File: config.mk
export PLATFORM = sky130hd
export DESIGN_NAME = ucd_char_port
export DESIGN_NICKNAME = d
export VERILOG_FILES = /design/src/ucd_pkg.sv /design/src/ucd_char_port.sv /design/src/ucd_fifo.sv
export SDC_FILE = /design/constraint.sdc
export NUM_CORES = 2
export LEC_CHECK = 0
export ABC_AREA = 0
export BUFFER_PORTS_ARGS = -buffer_cell sky130_fd_sc_hd__buf_4
export CAP_MARGIN = 10
export CORE_MARGIN = 2
export CORE_UTILIZATION = 44
export DETAILED_ROUTE_END_ITERATION = 7
export PLACE_DENSITY_LB_ADDON = 0.25
export SLEW_MARGIN = 20
export SYNTH_ARGS = -nofsm -noshare
export SYNTH_HDL_FRONTEND = slang
export SYNTH_SLANG_ARGS = --single-unit
export TNS_END_PERCENT = 100
File: constraint.sdc
create_clock -name clk -period 6.2 [get_ports clk]
set_input_delay 0.62 -clock clk [delete_from_list [all_inputs] [get_ports clk]]
set_output_delay 0.62 -clock clk [all_outputs]
set_load 0.03 [all_outputs]
File: src/ucd_pkg.sv
// constants shared by the character data port and its fifo
// assumes a 100 MHz system clock and an AXI4-Lite master outside
// Summary of operation
// RQ1 - reserved register bits read undefined; host writes zeros there
// RQ2 - character bits above the configured width read zero, writes ignored
// RQ3 - a write to the character register pushes bits 8..0 to transmit fifo
// RQ4 - a read returns the oldest received character, popped from receive fifo
// RQ5 - bit 9 of a read flags a parity error on that character
// RQ6 - bit 15 of a read marks character and parity flag as genuine
// RQ7 - bits 23..16 give characters remaining in receive fifo, this one included
// RQ8 - the character register is 32 bits wide at offset zero
// RQ9 - each read delivers one character only; commands need repeated reads
// RQ10 - host treats nonzero count as valid and keeps the low 8 bits
// RQ11 - host collects characters until line feed, then restarts collecting
// RQ12 - the serial link runs at 115200 baud
// RQ13 - a read of an empty receive fifo returns valid and count zero, no pop
package ucd_pkg;
  localparam logic [3:0] CHAR_FIFO_PORT_OFS = 4'h0;
  localparam logic [3:0] CFG_OFS = 4'h4;
  localparam logic [3:0] IRQ_STATUS_OFS = 4'h8;
  localparam logic [3:0] IRQ_MASK_OFS = 4'hC;
  localparam int PE_BIT = 9;
  localparam int VALID_BIT = 15;
  localparam int COUNT_LSB = 16;
  localparam int CHAR_W = 9;
  localparam int FIFO_AW = 7;
  localparam int FIFO_DEPTH = 128;
  localparam logic [3:0] CFG_RESET = 4'h8;
  localparam logic [2:0] IRQ_RESET = 3'h0;
  localparam int IRQ_RX_AVAIL = 0;
  localparam int IRQ_RX_OVERRUN = 1;
  localparam int IRQ_TX_FULL_DROP = 2;
  localparam int BAUD_RATE = 115200;
  localparam int CLK_HZ = 100000000;
  localparam int BAUD_DIV = CLK_HZ / BAUD_RATE;
  localparam logic [1:0] RESP_OKAY = 2'h0;
  localparam logic [1:0] RESP_SLVERR = 2'h2;
endpackage

File: src/ucd_char_port.sv
// character data port of a serial core: AXI4-Lite slave, rx/tx fifos, 7/8/9-bit serial, parity none/even/odd
// assumes rxd is asynchronous; master keeps one read and one write in flight
`timescale 1ns/1ps
module ucd_char_port (
  input wire logic clk,
  input wire logic rst,
  input wire logic [3:0] s_axi_awaddr,
  input wire logic s_axi_awvalid,
  output logic s_axi_awready,
  input wire logic [31:0] s_axi_wdata,
  input wire logic [3:0] s_axi_wstrb,
  input wire logic s_axi_wvalid,
  output logic s_axi_wready,
  output logic [1:0] s_axi_bresp,
  output logic s_axi_bvalid,
  input wire logic s_axi_bready,
  input wire logic [3:0] s_axi_araddr,
  input wire logic s_axi_arvalid,
  output logic s_axi_arready,
  output logic [31:0] s_axi_rdata,
  output logic [1:0] s_axi_rresp,
  output logic s_axi_rvalid,
  input wire logic s_axi_rready,
  input wire logic rxd,
  output logic txd,
  output logic irq
);
  localparam int CW = ucd_pkg::CHAR_W;
  localparam int AW = ucd_pkg::FIFO_AW;
  localparam logic [15:0] DIV = 16'(ucd_pkg::BAUD_DIV);

  logic [3:0] cfg; // [3:2] width code 0=7 1=8 2=9, [1] parity enable, [0] odd parity
  logic [2:0] irqStatus;
  logic [2:0] irqMask;
  logic awHeld, wHeld;
  logic [3:0] awAddr;
  logic [31:0] wData;
  logic [3:0] wStrb;
  logic rdPending;
  logic [3:0] arAddr;
  logic rxPush, rxPop, txPush, txPop;
  logic [CW:0] rxWr, rxRd;
  logic [CW-1:0] txRd;
  logic [AW:0] rxCount, txCount;
  logic rxOverrun, txDrop;
  logic [CW-1:0] widthMask;

  ////////////////////////////////////////////////////////////////////////////
  // character width mask from configuration
  always_comb begin
    case (cfg[3:2])
      2'h0: widthMask = 9'h07F;
      2'h1: widthMask = 9'h0FF;
      default: widthMask = 9'h1FF;
    endcase
  end

  ////////////////////////////////////////////////////////////////////////////
  // write channels: address and data latched in either order
  wire writeGo = awHeld && wHeld && !s_axi_bvalid;
  // ready flags are registered from the next held state, so no output is combinational
  wire next_awHeld = (awHeld || (s_axi_awvalid && s_axi_awready)) && !writeGo;
  wire next_wHeld = (wHeld || (s_axi_wvalid && s_axi_wready)) && !writeGo;
  always_ff @(posedge clk) begin
    if (rst) begin
      awHeld <= 1'b0;
      wHeld <= 1'b0;
      s_axi_awready <= 1'b0;
      s_axi_wready <= 1'b0;
      awAddr <= 4'h0;
      wData <= 32'h0;
      wStrb <= 4'h0;
      s_axi_bvalid <= 1'b0;
      s_axi_bresp <= ucd_pkg::RESP_OKAY;
    end else begin
      if (s_axi_awvalid && s_axi_awready) begin
        awHeld <= 1'b1;
        awAddr <= s_axi_awaddr;
      end
      if (s_axi_wvalid && s_axi_wready) begin
        wHeld <= 1'b1;
        wData <= s_axi_wdata;
        wStrb <= s_axi_wstrb;
      end
      if (writeGo) begin
        awHeld <= 1'b0;
        wHeld <= 1'b0;
        s_axi_bvalid <= 1'b1;
        s_axi_bresp <= (awAddr[1:0] == 2'h0) ? ucd_pkg::RESP_OKAY : ucd_pkg::RESP_SLVERR;
      end else if (s_axi_bvalid && s_axi_bready) begin
        s_axi_bvalid <= 1'b0;
      end
      s_axi_awready <= !next_awHeld;
      s_axi_wready <= !next_wHeld;
    end
  end

  // transmit push: only the character field, masked to width; full fifo drops
  assign txPush = writeGo && awAddr == ucd_pkg::CHAR_FIFO_PORT_OFS && wStrb[0] // RQ3
    && txCount != (AW+1)'(ucd_pkg::FIFO_DEPTH);
  assign txDrop = writeGo && awAddr == ucd_pkg::CHAR_FIFO_PORT_OFS && wStrb[0]
    && txCount == (AW+1)'(ucd_pkg::FIFO_DEPTH);

  ////////////////////////////////////////////////////////////////////////////
  // configuration and mask registers
  always_ff @(posedge clk) begin
    if (rst) begin
      cfg <= ucd_pkg::CFG_RESET;
      irqMask <= ucd_pkg::IRQ_RESET;
    end else if (writeGo && wStrb[0]) begin
      if (awAddr == ucd_pkg::CFG_OFS) begin
        cfg <= wData[3:0];
      end
      if (awAddr == ucd_pkg::IRQ_MASK_OFS) begin
        irqMask <= wData[2:0];
      end
    end
  end

  ////////////////////////////////////////////////////////////////////////////
  // sticky interrupt status; a new event wins over a write-one clear
  wire [2:0] irqEvent = {txDrop, rxOverrun, rxPush};
  wire [2:0] irqClear = (writeGo && wStrb[0] && awAddr == ucd_pkg::IRQ_STATUS_OFS)
    ? wData[2:0] : 3'h0;
  always_ff @(posedge clk) begin
    if (rst) begin
      irqStatus <= ucd_pkg::IRQ_RESET;
      irq <= 1'b0;
    end else begin
      irqStatus <= (irqStatus & ~irqClear) | irqEvent;
      irq <= |(((irqStatus & ~irqClear) | irqEvent) & irqMask);
    end
  end

  ////////////////////////////////////////////////////////////////////////////
  // read path: pop one entry, answer two cycles after address taken
  logic rdStage;
  logic [AW:0] countSnap;
  // arready is the registered inverse of the next pending state
  wire next_rdPending = (rdPending || (s_axi_arvalid && s_axi_arready))
    && !(s_axi_rvalid && s_axi_rready);
  assign rxPop = s_axi_arvalid && s_axi_arready // RQ13
    && s_axi_araddr == ucd_pkg::CHAR_FIFO_PORT_OFS && rxCount != '0;
  always_ff @(posedge clk) begin
    if (rst) begin
      rdPending <= 1'b0;
      rdStage <= 1'b0;
      s_axi_arready <= 1'b0;
      arAddr <= 4'h0;
      countSnap <= '0;
      s_axi_rvalid <= 1'b0;
      s_axi_rdata <= 32'h0;
      s_axi_rresp <= ucd_pkg::RESP_OKAY;
    end else begin
      s_axi_arready <= !next_rdPending;
      if (s_axi_arvalid && s_axi_arready) begin
        rdPending <= 1'b1;
        rdStage <= 1'b1;
        arAddr <= s_axi_araddr;
        countSnap <= rxPop ? rxCount : '0; // RQ7
      end
      if (rdStage) begin
        rdStage <= 1'b0;
        s_axi_rvalid <= 1'b1;
        s_axi_rresp <= (arAddr[1:0] == 2'h0) ? ucd_pkg::RESP_OKAY : ucd_pkg::RESP_SLVERR;
        s_axi_rdata <= 32'h0; // RQ1
        case (arAddr)
          ucd_pkg::CHAR_FIFO_PORT_OFS: begin // RQ8
            if (countSnap != '0) begin
              s_axi_rdata[CW-1:0] <= rxRd[CW-1:0] & widthMask; // RQ4 RQ2 RQ9
              s_axi_rdata[ucd_pkg::PE_BIT] <= rxRd[CW]; // RQ5
              s_axi_rdata[ucd_pkg::VALID_BIT] <= 1'b1; // RQ6
            end
            s_axi_rdata[ucd_pkg::COUNT_LSB +: 8] <= 8'(countSnap); // RQ7
          end
          ucd_pkg::CFG_OFS: begin
            s_axi_rdata[3:0] <= cfg;
            s_axi_rdata[ucd_pkg::COUNT_LSB +: 8] <= 8'(ucd_pkg::FIFO_DEPTH - int'(txCount));
          end
          ucd_pkg::IRQ_STATUS_OFS: s_axi_rdata[2:0] <= irqStatus;
          ucd_pkg::IRQ_MASK_OFS: s_axi_rdata[2:0] <= irqMask;
          default: s_axi_rdata <= 32'h0;
        endcase
      end else if (s_axi_rvalid && s_axi_rready) begin
        s_axi_rvalid <= 1'b0;
        rdPending <= 1'b0;
      end
    end
  end

  ////////////////////////////////////////////////////////////////////////////
  // fifos
  ucd_fifo #(.W(CW+1), .AW(AW)) rxFifo (
    .clk(clk), .rst(rst), .push(rxPush), .wrData(rxWr), .pop(rxPop),
    .rdData(rxRd), .count(rxCount)
  );
  ucd_fifo #(.W(CW), .AW(AW)) txFifo (
    .clk(clk), .rst(rst), .push(txPush), .wrData(wData[CW-1:0] & widthMask), .pop(txPop),
    .rdData(txRd), .count(txCount)
  );

  ////////////////////////////////////////////////////////////////////////////
  // transmitter: 1 start, data lsb first, optional parity, 1 stop at 115200
  typedef enum logic [2:0] {TX_IDLE = 3'h1, TX_LOAD = 3'h2, TX_SHIFT = 3'h4} ucd_tx_t;
  ucd_tx_t txState;
  logic [15:0] txTick;
  logic [11:0] txShift;
  logic [3:0] txBits;
  wire [3:0] nBits = 4'(cfg[3:2] == 2'h0 ? 7 : cfg[3:2] == 2'h1 ? 8 : 9);
  wire [3:0] frameLen = nBits + {3'h0, cfg[1]} + 4'h2;
  wire txPar = ^(txRd & widthMask) ^ cfg[0];
  assign txPop = txState == TX_IDLE && txCount != '0;
  always_ff @(posedge clk) begin
    if (rst) begin
      txState <= TX_IDLE;
      txTick <= 16'h0;
      txShift <= 12'hFFF;
      txBits <= 4'h0;
      txd <= 1'b1;
    end else begin
      case (txState)
        TX_IDLE: if (txPop) txState <= TX_LOAD;
        TX_LOAD: begin
          // frame is built lsb first; bits past frame end are idle ones, except bit 9 of a 7-bit frame without parity
          txShift <= {1'b1, 11'h7FF} & ~(12'h1);
          txShift[CW:1] <= txRd & widthMask;
          if (cfg[1]) txShift[nBits+1] <= txPar;
          txShift[nBits+{3'h0, cfg[1]}+1] <= 1'b1;
          txBits <= frameLen;
          txTick <= DIV; // RQ12
          txState <= TX_SHIFT;
        end
        TX_SHIFT: begin
          txd <= txShift[0];
          if (txTick == 16'h1) begin
            txTick <= DIV;
            txShift <= {1'b1, txShift[11:1]};
            txBits <= txBits - 4'h1;
            if (txBits == 4'h1) txState <= TX_IDLE;
          end else begin
            txTick <= txTick - 16'h1;
          end
        end
        default: txState <= TX_IDLE;
      endcase
    end
  end

  ////////////////////////////////////////////////////////////////////////////
  // receiver: three-stage sync, mid-bit sampling, parity check
  logic [2:0] rxSync;
  logic rxLine;
  always_ff @(posedge clk) begin
    if (rst) begin
      rxSync <= 3'h7;
      rxLine <= 1'b1;
    end else begin
      rxSync <= {rxSync[1:0], rxd};
      if (rxSync[2] == rxSync[1]) rxLine <= rxSync[1];
    end
  end
  logic rxBusy;
  logic [15:0] rxTick;
  logic [3:0] rxIdx;
  logic [10:0] rxBuf;
  logic [10:0] rxNow;
  wire [3:0] rxLast = nBits + {3'h0, cfg[1]} - 4'h1;
  // samples so far with the one being taken merged in
  always_comb begin
    rxNow = rxBuf;
    rxNow[rxIdx] = rxLine;
  end
  always_ff @(posedge clk) begin
    if (rst) begin
      rxBusy <= 1'b0;
      rxTick <= 16'h0;
      rxIdx <= 4'h0;
      rxBuf <= 11'h0;
      rxPush <= 1'b0;
      rxOverrun <= 1'b0;
      rxWr <= '0;
    end else begin
      rxPush <= 1'b0;
      rxOverrun <= 1'b0;
      if (!rxBusy) begin
        if (!rxLine) begin
          rxBusy <= 1'b1;
          rxTick <= DIV + (DIV >> 1); // first sample mid data bit 0
          rxIdx <= 4'h0;
        end
      end else if (rxTick == 16'h1) begin
        rxTick <= DIV;
        rxBuf[rxIdx] <= rxLine;
        rxIdx <= rxIdx + 4'h1;
        if (rxIdx == rxLast) begin
          // character taken at last data or parity bit; parity bit sits at index nBits
          rxWr[CW-1:0] <= rxNow[CW-1:0] & widthMask;
          rxWr[CW] <= cfg[1] & (^(rxNow[CW-1:0] & widthMask) ^ rxNow[nBits] ^ cfg[0]);
          if (rxCount == (AW+1)'(ucd_pkg::FIFO_DEPTH)) rxOverrun <= 1'b1;
          else rxPush <= 1'b1;
        end
        if (rxIdx == rxLast + 4'h1) begin
          // stay busy to mid stop bit: a low last bit must not look like a start
          rxBusy <= 1'b0;
        end
      end else begin
        rxTick <= rxTick - 16'h1;
      end
    end
  end

  ////////////////////////////////////////////////////////////////////////////
  // checks
  a_empty_read_zero: assert property (@(posedge clk) disable iff (rst) // RQ13
    (s_axi_arvalid && s_axi_arready && s_axi_araddr == 4'h0 && rxCount == '0)
    |=> ##1 (s_axi_rdata[31:15] == 17'h0)) else $error("empty read not zero");
  a_valid_with_count: assert property (@(posedge clk) disable iff (rst) // RQ6
    $rose(s_axi_rvalid) && arAddr == 4'h0 |-> s_axi_rdata[15] == (s_axi_rdata[23:16] != 8'h0))
    else $error("valid flag disagrees with count");
  a_pop_count_drop: assert property (@(posedge clk) disable iff (rst) // RQ4
    rxPop && !rxPush |=> rxCount == $past(rxCount) - 1'b1) else $error("pop lost");
  a_count_reported: assert property (@(posedge clk) disable iff (rst) // RQ7
    rxPop |-> ##2 s_axi_rdata[23:16] == 8'($past(rxCount, 2))) else $error("bad count");
  a_width_mask: assert property (@(posedge clk) disable iff (rst) // RQ2
    $rose(s_axi_rvalid) && arAddr == 4'h0 |-> (s_axi_rdata[8:0] & ~widthMask) == 9'h0)
    else $error("bits above width set");
  a_tx_push: assert property (@(posedge clk) disable iff (rst) // RQ3
    txPush && !txPop |=> txCount == $past(txCount) + 1'b1) else $error("tx push lost");
  a_read_answer: assert property (@(posedge clk) disable iff (rst) // RQ8
    s_axi_arvalid && s_axi_arready |-> ##2 s_axi_rvalid) else $error("read late");
  a_write_answer: assert property (@(posedge clk) disable iff (rst) // RQ8
    writeGo |=> s_axi_bvalid) else $error("write response late");
  a_irq_level: assert property (@(posedge clk) disable iff (rst)
    irq == |(irqStatus & $past(irqMask))) else $error("irq wrong");
  a_empty_no_pop: assert property (@(posedge clk) disable iff (rst) // RQ13
    s_axi_arvalid && s_axi_arready && rxCount == '0 && !rxPush |=> rxCount == '0)
    else $error("empty read moved fifo");
  a_pe_needs_valid: assert property (@(posedge clk) disable iff (rst) // RQ5
    $rose(s_axi_rvalid) && arAddr == 4'h0 && !s_axi_rdata[15] |-> !s_axi_rdata[9])
    else $error("parity flag without character");
  a_rx_push_count: assert property (@(posedge clk) disable iff (rst) // RQ4
    rxPush && !rxPop |=> rxCount == $past(rxCount) + 1'b1) else $error("rx push lost");
  a_txd_idle_high: assert property (@(posedge clk) disable iff (rst)
    txState == TX_IDLE |-> txd) else $error("line not idle high");
  a_one_read_open: assert property (@(posedge clk) disable iff (rst)
    s_axi_rvalid |-> !s_axi_arready) else $error("second read accepted");
  c_read_char: cover property (@(posedge clk) rxPop ##2 s_axi_rvalid);
  c_tx_frame: cover property (@(posedge clk) txState == TX_LOAD);
  c_rx_char: cover property (@(posedge clk) rxPush);
  c_empty_read: cover property (@(posedge clk) s_axi_arvalid && s_axi_arready && rxCount == '0);
endmodule // ucd_char_port

File: src/ucd_fifo.sv
// small synchronous fifo with registered read data
// assumes single clock; pop only when not empty, push only when not full
`timescale 1ns/1ps
module ucd_fifo #(
  parameter int W = 10,
  parameter int AW = 7
) (
  input wire logic clk,
  input wire logic rst,
  input wire logic push,
  input wire logic [W-1:0] wrData,
  input wire logic pop,
  output logic [W-1:0] rdData,
  output logic [AW:0] count
);
  logic [W-1:0] mem [0:(1<<AW)-1];
  logic [AW-1:0] wrPtr;
  logic [AW-1:0] rdPtr;
  // storage and registered read port, no reset needed on data
  always_ff @(posedge clk) begin
    if (push) begin
      mem[wrPtr] <= wrData;
    end
    if (pop) begin
      rdData <= mem[rdPtr];
    end
  end
  // pointers and fill count
  always_ff @(posedge clk) begin
    if (rst) begin
      wrPtr <= '0;
      rdPtr <= '0;
      count <= '0;
    end else begin
      if (push) begin
        wrPtr <= wrPtr + 1'b1;
      end
      if (pop) begin
        rdPtr <= rdPtr + 1'b1;
      end
      count <= count + {{AW{1'b0}}, push} - {{AW{1'b0}}, pop};
    end
  end
endmodule // ucd_fifo

==> impl_metrics.ini <==
[cells_and_area]
drive_above_1_share_pct = 26.5
area_growth_pct = 12.6
final_util_pct = 49.9
fin_nets = 5224
final_cell_mix = 2451 x edfxtp_1, 789 x mux4_2, 395 x nor2_1
final_common_cell = edfxtp_1
design_area_um2 = 116000

[sta]
rsz0062_at_grt = no
tightest_slew_ns = 1.13
fin_crit_sh_pct = 73.2
setup_ws_ns = 1.66
min_period_ns = 4.54
relSlewSlack_pct = 24.4
hold_violations = 0
fin_worst_skew_ns = 0.0668
max_freq_mhz = 220
finalSetupViolations = 0
drv_slew = 0
finalSetupTns_ns = 0

[placement]
place_area_um2 = 107000
hpwl_um = 139000
gp_congestion = 0.793
dpl_worst_slack_ns = 1.67
portBuffers = 53

[floorplanning]
die_w_um = 489
rows = 177
die_y_um = 489
dieArea_um2 = 239000
start_util_pct = 44.3
ioPinCount = 95
core_area_um2 = 233000

[outcome]
status = finished, final reports clean

[worst_setup_path]
critPathMaxStageDelay_ns = 1.10
reg2reg_setup_slack_ns = 1.66
crit_path_top_delay_cell = nor2_1
endpoint_kind = flip-flop
path_class = flip-flop to flip-flop
reg2reg_to = txFifo.mem[55][5]$_DFFE_PP_
path_cells = inv_1 > ha_1 > and3_1 > a2111oi_4 > and2_0 > nand3_2 > nor2_1
endpoint = txFifo.mem[55][5]$_DFFE_PP_
r2r_cells = 7
crit_arrival_ns = 5.04
critPathMaxFanout = 17
path_depth = 7
startpoint = txFifo.count[1]$_SDFF_PP0_
critPathBufInv = 1
crit_family = simple AND/OR/NAND/NOR gates
crit_required_ns = 6.70
reg2reg_from = txFifo.count[1]$_SDFF_PP0_
critPathLaunchType = flip-flop

[global_routing]
antenna_found_initial = 4
grt.total_usage_pct = 19.6
overflow = 0
grt_pass1_vias = 49182
grt_max_degree = 98
grt_pass1_wl_um = 342000

[pwr]
leakage_uw = 0.0354
p_per_area_nw_per_um2 = 347
fin_total_pwr_uw = 40400
vdd_drop_max_mv = 0.323

[drt]
ant_nets = 0
drc_errors = 0
drtIter0Drc = 4868
wl_um = 233000
wire_per_inst_um = 27.6
drt-pass1-iter-count = 5
via_count = 48788
viasPerCell = 5.77

[yosys]
synth_top_family_by_area = multiplexers
synth_compound_area_share_pct = 1.50
syn_area_um2 = 103000
syn_inst = 4946
synth_edf_count = 2451
yosysSeqAreaShare_pct = 75.0
synth_async_sr_flop_share_pct = 0
synth-simple-area-share_pct = 3.28
avgSynthCellArea_um2 = 20.9
synth_xor_area_share_pct = 0.593
synthFlopType = edfxtp_1
ys_seq_elements = 2645
muxShareOfSynthArea_pct = 17.7
ys_warn_count = 0
synth_fa_ha_area_share_pct = 0.620
synth_cell_types = 65

[clocking]
clockBufferDepth = 4
cts_tree = built
root_buffer = clkbuf_16
cts_sinks = 2645
numCtsBuffers = 286
htree_num_levels = 5
clock_latency_ns = 0.95
cts-resized-gates = 0
clk_pin_slew_ns = 0.06

[hold_path]
hp-class = input pin to flip-flop

[flow_run]
maxCapViolCount = 0
## where the power goes
group          switching (µW)  internal [µW]  total [µW]
clock network            6670           9230       15900
logic                    2430           2330        4760
registers                 293          19500       19800
total                    9380          31000       40400
## routing by layer
layer	routed length (µm)	vias to the layer above	track usage, %
li1	-	20711	-
met1	101000	26181	28.8
met2	111000	1620	30.5
met3	16400	276	3.87
met4	4010	0	4.21
met5	0	-	0
## metrics by stage
| step | instances | hold slack, ns |
|---|---|---|
| after floorplan | 4960 | 0.389 |
| after global placement | 7939 | 0.408 |
| after detailed placement | 7939 | 0.404 |
| after CTS | 8448 | 0.0625 |
| after global routing | 8451 | 0.116 |
| final | 8453 | 0.136 |
## synth_stat cells (4+ instances only)
cell | instances | area share, %
and4_1 | 4 | 0.034
a211o_1 | 8 | 0.068
or3_1 | 11 | 0.067
nand3_1 | 46 | 0.22
dfxtp_1 | 194 | 3.8
buf_1 | 39 | 0.14
o21bai_1 | 10 | 0.073
o21ai_0 | 37 | 0.18
a22oi_1 | 24 | 0.17
a311oi_1 | 12 | 0.10
nor2_1 | 416 | 1.5
xor2_1 | 21 | 0.18
and2_1 | 5 | 0.030
nand2b_1 | 12 | 0.073
nand3b_1 | 14 | 0.10
a21oi_1 | 85 | 0.41
edfxtp_1 | 2451 | 71
nor4_1 | 7 | 0.042
nor2b_1 | 31 | 0.19
nand2_1 | 157 | 0.57
and3_1 | 6 | 0.036
inv_1 | 40 | 0.15
ha_1 | 48 | 0.58
nand4_1 | 7 | 0.042
xnor2_1 | 49 | 0.42
a22o_1 | 4 | 0.034
mux2_2 | 29 | 0.32
mux2i_1 | 21 | 0.20
a31oi_1 | 7 | 0.042
nor3_1 | 34 | 0.16
a211oi_1 | 27 | 0.20
buf_4 | 16 | 0.12
nor3b_1 | 7 | 0.051
buf_2 | 64 | 0.31
or2_2 | 5 | 0.030
mux4_2 | 789 | 17
clkbuf_1 | 163 | 0.59
## cell type report
| class | instances | area, µm² |
|---|---|---|
| Sequential cell | 2645 | 77600 |
| Timing Repair Buffer | 159 | 1490 |
| Tap cell | 3132 | 3920 |
| Fill cell | 18478 | 117000 |
| Clock buffer | 342 | 7550 |
| Multi-Input combinational cell | 1990 | 24700 |
| Clock inverter | 142 | 1070 |
| Antenna cell | 3 | 7.51 |
| Inverter | 40 | 150 |
## worst min-delay path by stage
stage | startpoint | end | slack [ns] | depth (start not counted)
after floorplan | rxSync[0]$_SDFF_PP1_ | rxSync[1]$_SDFF_PP1_ | 0.39 | 1
after detailed placement | rxSync[0]$_SDFF_PP1_ | rxSync[1]$_SDFF_PP1_ | 0.40 | 1
final | s_axi_awvalid | awAddr[2]$_SDFFE_PP0P_ | 0.14 | 4
after global routing | s_axi_awvalid | awAddr[1]$_SDFFE_PP0P_ | 0.12 | 4
after CTS | s_axi_awvalid | awAddr[1]$_SDFFE_PP0P_ | 0.06 | 4
after global placement | rxSync[0]$_SDFF_PP1_ | rxSync[1]$_SDFF_PP1_ | 0.41 | 1
## kinds of logic after synthesis
logic type,after synthesis
compound gates,240
xor+xnor,70
fa+ha+maj,50
buf+inv,325
flops,2645
mux,839
other cells,1
simple gates,776
## flip-flops by register name, summed over array words and instances (netlist names), 12 cells and up
| name | flops |
|---|---|
| rxFifo.mem | 1280 |
| txFifo.mem | 1152 |
| s_axi_rdata | 19 |
| rxTick | 16 |
| txTick | 16 |
| txShift | 12 |
## repair_timing
action | 4_1_cts | 5_1_grt
hold endpoints to repair | 22 | 0
hold buffers | 25 | 0
buffers inserted | 0 | 0
setup endpoints to repair | 0 | 0
## worst reg2reg max path, delay by kind of cell, from the launching register on
family / cells / cell delay (ns)
compound gates: 1 / 0.52
buf+inv: 1 / 0.11
fa+ha+maj: 1 / 0.24
simple gates: 4 / 2.91
flops: 1 / 0.38
No activity file was read; power rests on OpenSTA's default activity.
